[src/chcfg_pkg.sv]
`default_nettype none
package chcfg_pkg;

  // channel count and configuration word layout
  localparam int CHAN_COUNT   = 8;
  localparam int PAGE_W       = 3;
  localparam int CFG_W        = 16;
  localparam int MODE_HI      = 15;
  localparam int MODE_LO      = 14;
  localparam int FAST_SERVO_OFF_BIT = 11;
  localparam int SUP_RES_BIT  = 10;
  localparam int ADC_HIRES_BIT = 9;
  localparam int CTRL_SEL_BIT = 8;
  localparam int SERVO_CONT_BIT = 7;
  localparam int SERVO_WARN_BIT = 6;
  localparam int DAC_MODE_HI  = 5;
  localparam int DAC_MODE_LO  = 4;
  localparam int WPU_BIT      = 3;
  localparam int WPD_BIT      = 2;
  localparam int DAC_GAIN_BIT = 1;
  localparam int DAC_POL_BIT  = 0;

  // bits 13:12 never store and read back as zero
  localparam logic [CFG_W-1:0] CFG_KEEP_MASK = 16'hcfff;
  localparam logic [CFG_W-1:0] CFG_RESET     = 16'h0000;

  // channels below this index own the pull-up and pull-down styles
  localparam int ENABLE_STYLE_CHANS = 4;

  // sequencing modes of the two-bit mode field
  localparam logic [1:0] SEQ_IMMEDIATE = 2'h0;
  localparam logic [1:0] SEQ_SEQUENCED = 2'h1;

  typedef enum logic [1:0] {
    DAC_SERVO  = 2'b00,
    DAC_OFF    = 2'b01,
    DAC_DIRECT = 2'b10,
    DAC_SOFT   = 2'b11
  } chcfg_dac_mode_type;

  typedef enum logic [2:0] {
    ST_OFF   = 3'b000,
    ST_DELAY = 3'b001,
    ST_RISE  = 3'b010,
    ST_ON    = 3'b011,
    ST_TOFF  = 3'b100
  } chcfg_state_type;

  // synchronised pin bundle layout
  localparam int PIN_W       = 36;
  localparam int PIN_CTRL_A  = 35;
  localparam int PIN_CTRL_B  = 34;
  localparam int PIN_SHARE   = 33;
  localparam int PIN_VIN_OFF = 32;
  localparam int PIN_FAULT_LO = 24;
  localparam int PIN_UV_LO   = 16;
  localparam int PIN_OVW_LO  = 8;
  localparam int PIN_UVW_LO  = 0;
  // shared clock idles high, everything else low
  localparam logic [PIN_W-1:0] PIN_SYNC_RESET = 36'h200000000;

  // timing, clock at 10 MHz
  localparam int CLK_PERIOD_NS = 100;
  localparam int TON_DELAY_NS  = 100000;
  localparam int TON_RISE_NS   = 200000;
  localparam int TON_MAX_NS    = 400000;
  localparam int TOFF_DELAY_NS = 100000;
  localparam int TON_DELAY_CYCLES = (TON_DELAY_NS + CLK_PERIOD_NS - 1) / CLK_PERIOD_NS;
  localparam int TON_RISE_CYCLES  = (TON_RISE_NS + CLK_PERIOD_NS - 1) / CLK_PERIOD_NS;
  localparam int TON_MAX_CYCLES   = (TON_MAX_NS + CLK_PERIOD_NS - 1) / CLK_PERIOD_NS;
  localparam int TOFF_DELAY_CYCLES = (TOFF_DELAY_NS + CLK_PERIOD_NS - 1) / CLK_PERIOD_NS;
  localparam int CNT_W = 13;

endpackage : chcfg_pkg
`default_nettype wire

[src/chcfg_sync_if.sv]
`timescale 1ns/10ps
`default_nettype none
interface chcfg_sync_if #(parameter int W = 1);
  logic [W-1:0] raw;
  logic [W-1:0] clean;
  modport sync (input raw, output clean);
  modport user (output raw, input clean);
endinterface : chcfg_sync_if
`default_nettype wire

[src/chcfg_sync.sv]
`timescale 1ns/10ps
`default_nettype none
module chcfg_sync #(
  parameter int            W         = 1,
  parameter logic [W-1:0]  RESET_VAL = '0
) (
  input  wire logic    clk_sys,
  input  wire logic    reset_n,
  input  wire logic    clk_en,
  chcfg_sync_if.sync   pins
);

  logic [W-1:0] stage1;
  logic [W-1:0] stage2;
  logic [W-1:0] stage3;
  logic [W-1:0] held;

  // a bit moves only once stages two and three agree, so one-cycle glitches are dropped
  wire  [W-1:0] agree      = ~(stage2 ^ stage3);
  wire  [W-1:0] next_held  = (agree & stage3) | (~agree & held);

  assign pins.clean = held;

  // three-flop chain; stage1 feeds stage2 only
  always_ff @(posedge clk_sys or negedge reset_n)
  begin
    if (!reset_n)
    begin
      stage1 <= RESET_VAL;
      stage2 <= RESET_VAL;
      stage3 <= RESET_VAL;
      held   <= RESET_VAL;
    end
    else if (clk_en)
    begin
      stage1 <= pins.raw;
      stage2 <= stage1;
      stage3 <= stage2;
      held   <= next_held;
    end
  end

endmodule : chcfg_sync
`default_nettype wire

[src/chcfg_top.sv]
`timescale 1ns/10ps
`default_nettype none
module chcfg_top
  import chcfg_pkg::*;
#(
  parameter logic [CNT_W-1:0] TON_DELAY_CYC  = CNT_W'(TON_DELAY_CYCLES),
  parameter logic [CNT_W-1:0] TON_RISE_CYC   = CNT_W'(TON_RISE_CYCLES),
  parameter logic [CNT_W-1:0] TON_MAX_CYC    = CNT_W'(TON_MAX_CYCLES),
  parameter logic [CNT_W-1:0] TOFF_DELAY_CYC = CNT_W'(TOFF_DELAY_CYCLES)
) (
  input  wire logic                  clk_sys,
  input  wire logic                  reset_n,
  input  wire logic                  clk_en,
  input  wire logic [PAGE_W-1:0]     page,
  input  wire logic                  cfg_wr,
  input  wire logic                  cfg_rd,
  input  wire logic [CFG_W-1:0]      cfg_wdata,
  output var  logic [CFG_W-1:0]      cfg_rdata,
  output var  logic                  cfg_rvalid,
  input  wire logic [CHAN_COUNT-1:0] op_on,
  input  wire logic                  restore_user,
  input  wire logic                  control_input_a,
  input  wire logic                  control_input_b,
  input  wire logic                  share_clk_in,
  input  wire logic                  input_sense_off,
  input  wire logic [CHAN_COUNT-1:0] fault_in,
  input  wire logic [CHAN_COUNT-1:0] uv_in,
  input  wire logic [CHAN_COUNT-1:0] ov_warn_in,
  input  wire logic [CHAN_COUNT-1:0] uv_warn_in,
  input  wire logic [CHAN_COUNT-1:0] target_reached,
  output logic      [CHAN_COUNT-1:0] vout_en_out,
  output logic      [CHAN_COUNT-1:0] vout_en_oe_n,
  output logic      [CHAN_COUNT-1:0] vout_en_weak,
  output logic      [CHAN_COUNT-1:0] uv_report,
  output logic      [CHAN_COUNT-1:0] servo_enable,
  output logic      [CHAN_COUNT-1:0] dac_soft_connect,
  output logic      [CHAN_COUNT-1:0] dac_direct_connect,
  output logic      [CHAN_COUNT-1:0] fast_servo_enable,
  output logic      [CHAN_COUNT-1:0] supervisor_low_res,
  output logic      [CHAN_COUNT-1:0] adc_fine_res,
  output logic      [CHAN_COUNT-1:0] dac_gain_high,
  output logic      [CHAN_COUNT-1:0] dac_pol_noninv,
  output logic      [CHAN_COUNT-1:0] channel_off
);

  // per-channel configuration store
  logic [CFG_W-1:0]      cfg_mem [CHAN_COUNT];
  logic [CHAN_COUNT-1:0] leaving;
  logic [CHAN_COUNT-1:0] tracking;

  // pins from outside the clock domain
  chcfg_sync_if #(.W(PIN_W)) pin_if ();

  assign pin_if.raw = {control_input_a, control_input_b, share_clk_in, input_sense_off,
                       fault_in, uv_in, ov_warn_in, uv_warn_in};

  chcfg_sync #(
    .W         (PIN_W),
    .RESET_VAL (PIN_SYNC_RESET)
  ) u_pin_sync (
    .clk_sys (clk_sys),
    .reset_n (reset_n),
    .clk_en  (clk_en),
    .pins    (pin_if)
  );

  // named views of the cleaned pins
  wire                  ctrl_a    = pin_if.clean[PIN_CTRL_A];
  wire                  ctrl_b    = pin_if.clean[PIN_CTRL_B];
  wire                  share_low = ~pin_if.clean[PIN_SHARE];
  wire                  vin_off   = pin_if.clean[PIN_VIN_OFF];
  wire [CHAN_COUNT-1:0] fault_c   = pin_if.clean[PIN_FAULT_LO +: CHAN_COUNT];
  wire [CHAN_COUNT-1:0] uv_c      = pin_if.clean[PIN_UV_LO +: CHAN_COUNT];
  wire [CHAN_COUNT-1:0] ovw_c     = pin_if.clean[PIN_OVW_LO +: CHAN_COUNT];
  wire [CHAN_COUNT-1:0] uvw_c     = pin_if.clean[PIN_UVW_LO +: CHAN_COUNT];

  // device-wide down conditions and the tracking group's shared stop
  wire global_down       = vin_off | share_low | restore_user;
  wire track_group_down  = (|fault_c) | (|(leaving & tracking));

  // register access decode
  wire                   wr_hit     = cfg_wr;
  wire [CFG_W-1:0]       wr_value   = cfg_wdata & CFG_KEEP_MASK;
  wire [CFG_W-1:0]       rd_value   = cfg_mem[page] & CFG_KEEP_MASK;

  // configuration words, one per page
  always_ff @(posedge clk_sys or negedge reset_n)
  begin
    if (!reset_n)
    begin
      for (int k = 0; k < CHAN_COUNT; k++)
        cfg_mem[k] <= CFG_RESET;
    end
    else if (clk_en && wr_hit)
    begin
      cfg_mem[page] <= wr_value;
    end
  end

  // read answer one cycle after the strobe
  always_ff @(posedge clk_sys or negedge reset_n)
  begin
    if (!reset_n)
    begin
      cfg_rdata  <= CFG_RESET;
      cfg_rvalid <= 1'b0;
    end
    else if (clk_en)
    begin
      cfg_rvalid <= cfg_rd;
      if (cfg_rd)
        cfg_rdata <= rd_value;
    end
  end

  genvar i;
  generate
    for (i = 0; i < CHAN_COUNT; i++)
    begin : g_chan
      localparam bit HAS_STYLE = (i < ENABLE_STYLE_CHANS);
      localparam bit IS_ODD    = (i % 2) == 1;

      wire [CFG_W-1:0]         cfg       = cfg_mem[i];
      wire [1:0]               seq_mode  = cfg[MODE_HI:MODE_LO];
      wire                     is_track  = cfg[MODE_HI];
      wire                     imm_off   = (seq_mode == SEQ_IMMEDIATE);
      wire chcfg_dac_mode_type dac_mode  = chcfg_dac_mode_type'(cfg[DAC_MODE_HI:DAC_MODE_LO]);
      wire                     pu_eff    = HAS_STYLE & cfg[WPU_BIT];
      wire                     pd_eff    = HAS_STYLE & cfg[WPD_BIT];
      wire                     ctrl_sel  = cfg[CTRL_SEL_BIT] ? ctrl_b : ctrl_a;
      wire                     run_req   = op_on[i] & ctrl_sel & ~global_down;
      wire                     own_fault = fault_c[i];
      // a slave also stops when its group stops; sequenced, never abrupt
      wire                     group_hit = is_track & track_group_down;
      wire                     stop_req  = ~run_req | group_hit;

      chcfg_state_type  state;
      chcfg_state_type  next_state;
      logic [CNT_W-1:0] cnt;
      logic [CNT_W-1:0] next_cnt;
      logic [CNT_W-1:0] max_cnt;
      logic [CNT_W-1:0] next_max_cnt;
      logic             fault_off;
      logic             next_fault_off;
      logic             reservo;
      logic             en_q;
      logic             oe_n_q;
      logic             weak_q;
      logic             uv_q;
      logic             servo_q;
      logic             soft_q;
      logic             direct_q;
      logic             leave_q;
      logic             fast_q;
      logic             sup_q;
      logic             adc_q;
      logic             gain_q;
      logic             pol_q;
      logic             off_q;

      // servo control in DAC mode 00
      wire servo_mode   = (dac_mode == DAC_SERVO);
      wire warn_hit     = ovw_c[i] | uvw_c[i];
      wire reservo_set  = (state == ST_ON) & servo_mode & ~cfg[SERVO_CONT_BIT]
                          & cfg[SERVO_WARN_BIT] & warn_hit;
      wire next_reservo = reservo_set | (reservo & ~target_reached[i]);
      wire servo_run    = (state == ST_ON) & servo_mode
                          & (cfg[SERVO_CONT_BIT] | ~target_reached[i] | reservo);

      // UV is blind while rising, inside the max-fault window, and in a slave's off delay
      wire uv_blind = (state != ST_ON && state != ST_TOFF) | (max_cnt != '0)
                      | (is_track & (state == ST_TOFF));

      // enable pin asserted from rise through the end of the off delay
      wire next_en = (next_state == ST_RISE) | (next_state == ST_ON) | (next_state == ST_TOFF);

      // sequencing state machine
      always_comb
      begin
        next_state     = state;
        next_cnt       = (cnt != '0) ? cnt - 1'b1 : cnt;
        next_max_cnt   = (max_cnt != '0) ? max_cnt - 1'b1 : max_cnt;
        next_fault_off = fault_off & run_req;  // a control toggle rearms after a fault
        case (state)
          ST_OFF:
          begin
            next_max_cnt = '0;
            if (run_req && !fault_off && !group_hit)
            begin
              next_state = ST_DELAY;
              next_cnt   = TON_DELAY_CYC;
            end
          end
          ST_DELAY:
          begin
            if (own_fault)
            begin
              next_state     = ST_OFF;
              next_fault_off = 1'b1;
            end
            else if (stop_req)
              next_state = ST_OFF;
            else if (cnt == '0)
            begin
              next_state   = ST_RISE;
              next_cnt     = TON_RISE_CYC;
              next_max_cnt = TON_MAX_CYC;
            end
          end
          ST_RISE, ST_ON:
          begin
            if (own_fault)
            begin
              next_fault_off = 1'b1;
              next_state     = imm_off ? ST_OFF : ST_TOFF;
              next_cnt       = TOFF_DELAY_CYC;
            end
            else if (stop_req)
            begin
              next_state = ST_TOFF;
              next_cnt   = TOFF_DELAY_CYC;
            end
            else if (state == ST_RISE && cnt == '0)
              next_state = ST_ON;
          end
          ST_TOFF:
          begin
            if (own_fault && imm_off)
            begin
              next_state     = ST_OFF;
              next_fault_off = 1'b1;
            end
            else if (cnt == '0)
              next_state = ST_OFF;
          end
          default:
            next_state = ST_OFF;
        endcase
      end

      // sequencer state
      always_ff @(posedge clk_sys or negedge reset_n)
      begin
        if (!reset_n)
        begin
          state     <= ST_OFF;
          cnt       <= '0;
          max_cnt   <= '0;
          fault_off <= 1'b0;
          reservo   <= 1'b0;
        end
        else if (clk_en)
        begin
          state     <= next_state;
          cnt       <= next_cnt;
          max_cnt   <= next_max_cnt;
          fault_off <= next_fault_off;  // a new fault wins over the rearm
          reservo   <= next_reservo;  // a new warning wins over target reached
        end
      end

      // enable pin style and analog control outputs, all registered
      always_ff @(posedge clk_sys or negedge reset_n)
      begin
        if (!reset_n)
        begin
          en_q     <= 1'b0;
          oe_n_q   <= 1'b0;
          weak_q   <= 1'b0;
          uv_q     <= 1'b0;
          servo_q  <= 1'b0;
          soft_q   <= 1'b0;
          direct_q <= 1'b0;
          leave_q  <= 1'b0;
          fast_q   <= 1'b1;
          sup_q    <= 1'b0;
          adc_q    <= 1'b0;
          gain_q   <= 1'b0;
          pol_q    <= 1'b0;
          off_q    <= 1'b1;
        end
        else if (clk_en)
        begin
          en_q     <= next_en;
          oe_n_q   <= next_en & ~pu_eff;
          weak_q   <= next_en ? pu_eff : (pd_eff & ~next_fault_off);
          uv_q     <= uv_c[i] & ~uv_blind;
          servo_q  <= servo_run;
          soft_q   <= (state == ST_ON) & (servo_mode | (dac_mode == DAC_SOFT));
          direct_q <= (state == ST_ON) & (dac_mode == DAC_DIRECT);
          leave_q  <= (next_state == ST_TOFF);
          fast_q   <= ~cfg[FAST_SERVO_OFF_BIT];
          sup_q    <= cfg[SUP_RES_BIT];
          adc_q    <= IS_ODD & cfg[ADC_HIRES_BIT];
          gain_q   <= cfg[DAC_GAIN_BIT];
          pol_q    <= cfg[DAC_POL_BIT];
          off_q    <= ~next_en;
        end
      end

      // slave status feeding the group stop
      assign leaving[i]  = leave_q;
      assign tracking[i] = is_track;

      assign vout_en_out[i]        = en_q;
      assign vout_en_oe_n[i]       = oe_n_q;
      assign vout_en_weak[i]       = weak_q;
      assign uv_report[i]          = uv_q;
      assign servo_enable[i]       = servo_q;
      assign dac_soft_connect[i]   = soft_q;
      assign dac_direct_connect[i] = direct_q;
      assign fast_servo_enable[i]  = fast_q;
      assign supervisor_low_res[i] = sup_q;
      assign adc_fine_res[i]       = adc_q;
      assign dac_gain_high[i]      = gain_q;
      assign dac_pol_noninv[i]     = pol_q;
      assign channel_off[i]        = off_q;
    end
  endgenerate

endmodule : chcfg_top
`default_nettype wire

[config.mk]
export PLATFORM = sky130hd
export DESIGN_NAME = chcfg_top
export DESIGN_NICKNAME = d
export VERILOG_FILES = /design/src/chcfg_pkg.sv /design/src/chcfg_sync_if.sv /design/src/chcfg_sync.sv /design/src/chcfg_top.sv
export SDC_FILE = /design/constraint.sdc
export NUM_CORES = 1
export LEC_CHECK = 0
export BUFFER_PORTS_ARGS = -buffer_cell sky130_fd_sc_hd__buf_4
export CAP_MARGIN = 20
export CORE_ASPECT_RATIO = 1.75
export CORE_MARGIN = 2
export CORE_UTILIZATION = 25
export CTS_BUF_LIST = sky130_fd_sc_hd__clkbuf_4
export DETAILED_ROUTE_END_ITERATION = 12
export PLACE_DENSITY = 0.49
export SLEW_MARGIN = 5
export SYNTH_ARGS = -nofsm -noshare
export SYNTH_HDL_FRONTEND = slang
export SYNTH_SLANG_ARGS = --single-unit
export TNS_END_PERCENT = 10
[constraint.sdc]
create_clock -name clk_sys -period 4.1 [get_ports clk_sys]
set_input_delay 1.23 -clock clk_sys [delete_from_list [all_inputs] [get_ports clk_sys]]
set_output_delay 1.23 -clock clk_sys [all_outputs]
set_load 0.01 [all_outputs]
==> results.cfg <==
[status]
run_status = completed

[worst_setup_path]
critPathRequiredTime_ps = 5010
r2r_cells = 7
worstPathCellList = nor4_1 > and4_1 > a21boi_0 > nor3_1 > a21o_1 > o41ai_1 > a22o_1
worst-path-max-fanout = 9
reg2reg_to = g_chan[0].cnt[10]$_DFFE_PN0P_
rrSetupSlack_ps = 640
crit_type = register to register
endpoint_kind = register
critPathMaxStageDelay_ps = 690
cp.arrival_ps = 4370
start_kind = register
slowest_stage = nor4_1
cp-endpoint = g_chan[0].cnt[10]$_DFFE_PN0P_

[timing]
period_needed_ps = 3460
setup_viol = 0
rsz0062_at_grt = no
tightest_slew_ps = 1100
skew_ps = 71.8
hold_slack_ps = 156
max_freq_mhz = 289
maxSlewHeadroom_pct = 25.8
finalCritPeriodShare_pct = 84.4
final_hold_viol_count = 0
finalSetupTns_ps = 0
slew_violations = 0

[pwr]
internal_power_mw = 12.4
power_density_mw_per_mm2 = 535
power_frac_clock_pct = 27.4
seqPwrFrac_pct = 45.0
ir_drop_uv = 272
comb_power_share_pct = 27.6
p_leak_nw = 15.7
p_switching_mw = 6.98
total_power_mw = 19.4
power.switching_fraction_pct = 36.0

[logic_synthesis]
yosys-top-cells-count = 599 x dfrtp_1, 302 x nand2_1, 297 x o21ai_0
ys_seq_area_share_pct = 49.1
synth_top_family_by_area = simple AND/OR/NAND/NOR gates
synth_edf_count = 0
synth.area.mux_share_pct = 9.55
synth_top_area_share_pct = 47.4
synth_cells = 3179
ys_types = 100
post-synth-top-count-cell = dfrtp_1
synth_compound_area_share_pct = 14.8
yosys.area.top_type = dfrtp_1
synth_top_flop_cell = dfrtp_1
synthSimpleGateAreaFrac_pct = 16.4
syn_area_mm2 = 0.0316
synthArstFlopShare_pct = 100
ys_warn_count = 0
synth_area_leaders = dfrtp_1 47%, mux2_2 7.8%, o21ai_0 4.7%
synthAdderAreaFrac_pct = 1.86
synth_seq_cells = 619
syn_avg_cell_area_um2 = 9.94
synth-xor-area-share_pct = 1.91

[drt]
vias = 24600
viasPerCell = 4.82
antenna_left = 0
dr.first_iter.drc_count = 1176
route.top_layer_used = met5
drc = 0
wl_met1_um = 37400
dr.pass1.iters = 5
wl_met3_um = 5400
dr_wl_met2_um = 47700
wirelength_um = 94400
wl_per_cell_um = 18.5

[floorplan]
fp.coreArea_mm2 = 0.125
die_h_um = 474
ios = 198
rows = 172
fp.dieW_um = 273
die_area_mm2 = 0.129
initial_utilization_pct = 25.2

[layout]
fin_nets = 3464
stdcell_area_mm2 = 0.0363
drive_gt1_share_pct = 23.4
final_util_pct = 28.9
area_growth_pct = 14.7

[min_path]
hold_path_class = primary input to asynchronous set/reset pin

[clock_tree]
cts_hold_buf = 0
clk_pin_slew_ps = 80
numCtsBuffers = 151
cts_setup_buffers = 0
cts_tree = yes
worstSkewPairLatency_ps = 1030
post_cts_resized = 0
htree_levels = 4
clk_path_buf_depth = 3
root_buffer = clkbuf_4
clock-sinks = 619

[placed_design]
place_hpwl_um = 67400
placed_area_mm2 = 0.0343
port_buffers = 185
place_congestion = 0.826

[global_route]
antenna_found_initial = 9
grt_usage_pct = 14.7
grt_pass1_vias = 25300
grt_first_pass_wirelength_um = 148000
grt_max_degree = 79
grt_overflow = 0

[run]
max-cap-violations = 0
final cells by class:
type / count / area [µm²]
flip-flops and latches: 619 / 15500
inverters: 151 / 572
clock buffers: 222 / 1670
clock inverters: 39 / 243
diodes: 4 / 10.0
multi-input cells: 2156 / 14100
fillers: 13200 / 89200
repair buffers: 261 / 2090
well taps: 1653 / 2070
worst min-delay path by stage:
stage | from | end | slack, ps | depth (start not counted)
finish | reset_n | g_chan[3].cnt[10]$_DFFE_PN0P_ | 160 | 1
global route | reset_n | g_chan[3].cnt[10]$_DFFE_PN0P_ | 100 | 1
CTS | reset_n | g_chan[3].cnt[0]$_DFFE_PN0P_ | 60 | 1
detailed placement | g_chan[7].cfg[11]$_DFFE_PN0P_ | g_chan[7].fast_q$_DFFE_PN1P_ | 450 | 1
global placement | g_chan[6].cfg[11]$_DFFE_PN0P_ | g_chan[6].fast_q$_DFFE_PN1P_ | 430 | 1
floorplan | g_chan[2].cfg[11]$_DFFE_PN0P_ | g_chan[2].fast_q$_DFFE_PN1P_ | 400 | 1
stage by stage:
stage	cells	setup slack, ps
finish	5105	640
floorplan	3188	995
detailed placement	4839	552
global placement	4839	560
global route	5104	486
CTS	5100	628
registers in the layout, indices dropped and copies added (netlist names), 14 cells and up, named ones only:
name,cells
cfg_rdata,14
g_chan.cfg,112
g_chan.cnt,104
g_chan.max_cnt,104
g_chan.state,24
u_pin_sync.stage1,36
u_pin_sync.stage2,36
u_pin_sync.stage3,36
kinds of logic after synthesis:
kind of cell,after synthesis
buf+inv,413
fa+ha+maj,47
other cells,1
xor+xnor,69
flops,619
mux,254
compound gates,741
simple gates,1035
cells in the final DEF (no fill, tap or decap), drive strengths merged, types with 29 or more instances in the layout:
cell type / count
mux2: 219
ha: 47
a31oi: 37
nand3: 86
or3: 33
nand4: 38
inv: 156
clkbuf: 223
xnor2: 46
buf: 260
dfrtp: 599
clkinv: 29
nor4: 52
a21oi: 133
o21ai: 306
nor2: 235
nand2: 302
nor3: 114
worst max-delay path: cells and delay by family, from the launching register on:
| family | cells | cell delay, ps |
|---|---|---|
| and+or+nand+nor | 3 | 1660 |
| DFF | 1 | 510 |
| AOI/OAI and AO/OA | 4 | 1180 |
power by group through the flow:
stage	registers [mW]	logic [mW]	clock network, mW
final	8.74	5.35	5.32
after global routing	8.95	6.03	5.84
after CTS	8.76	5.43	5.58
after detailed placement	8.85	5.41	0
after global placement	8.83	5.32	0
after floorplan	8.35	4.03	0
layer usage:
metal  track usage, %  up-vias
met1             16.3    12200
met5                0        -
met2             25.8      532
li1                 -    11700
met3             3.90      180
met4             7.00       12
Power figures use the tool's default switching activity.
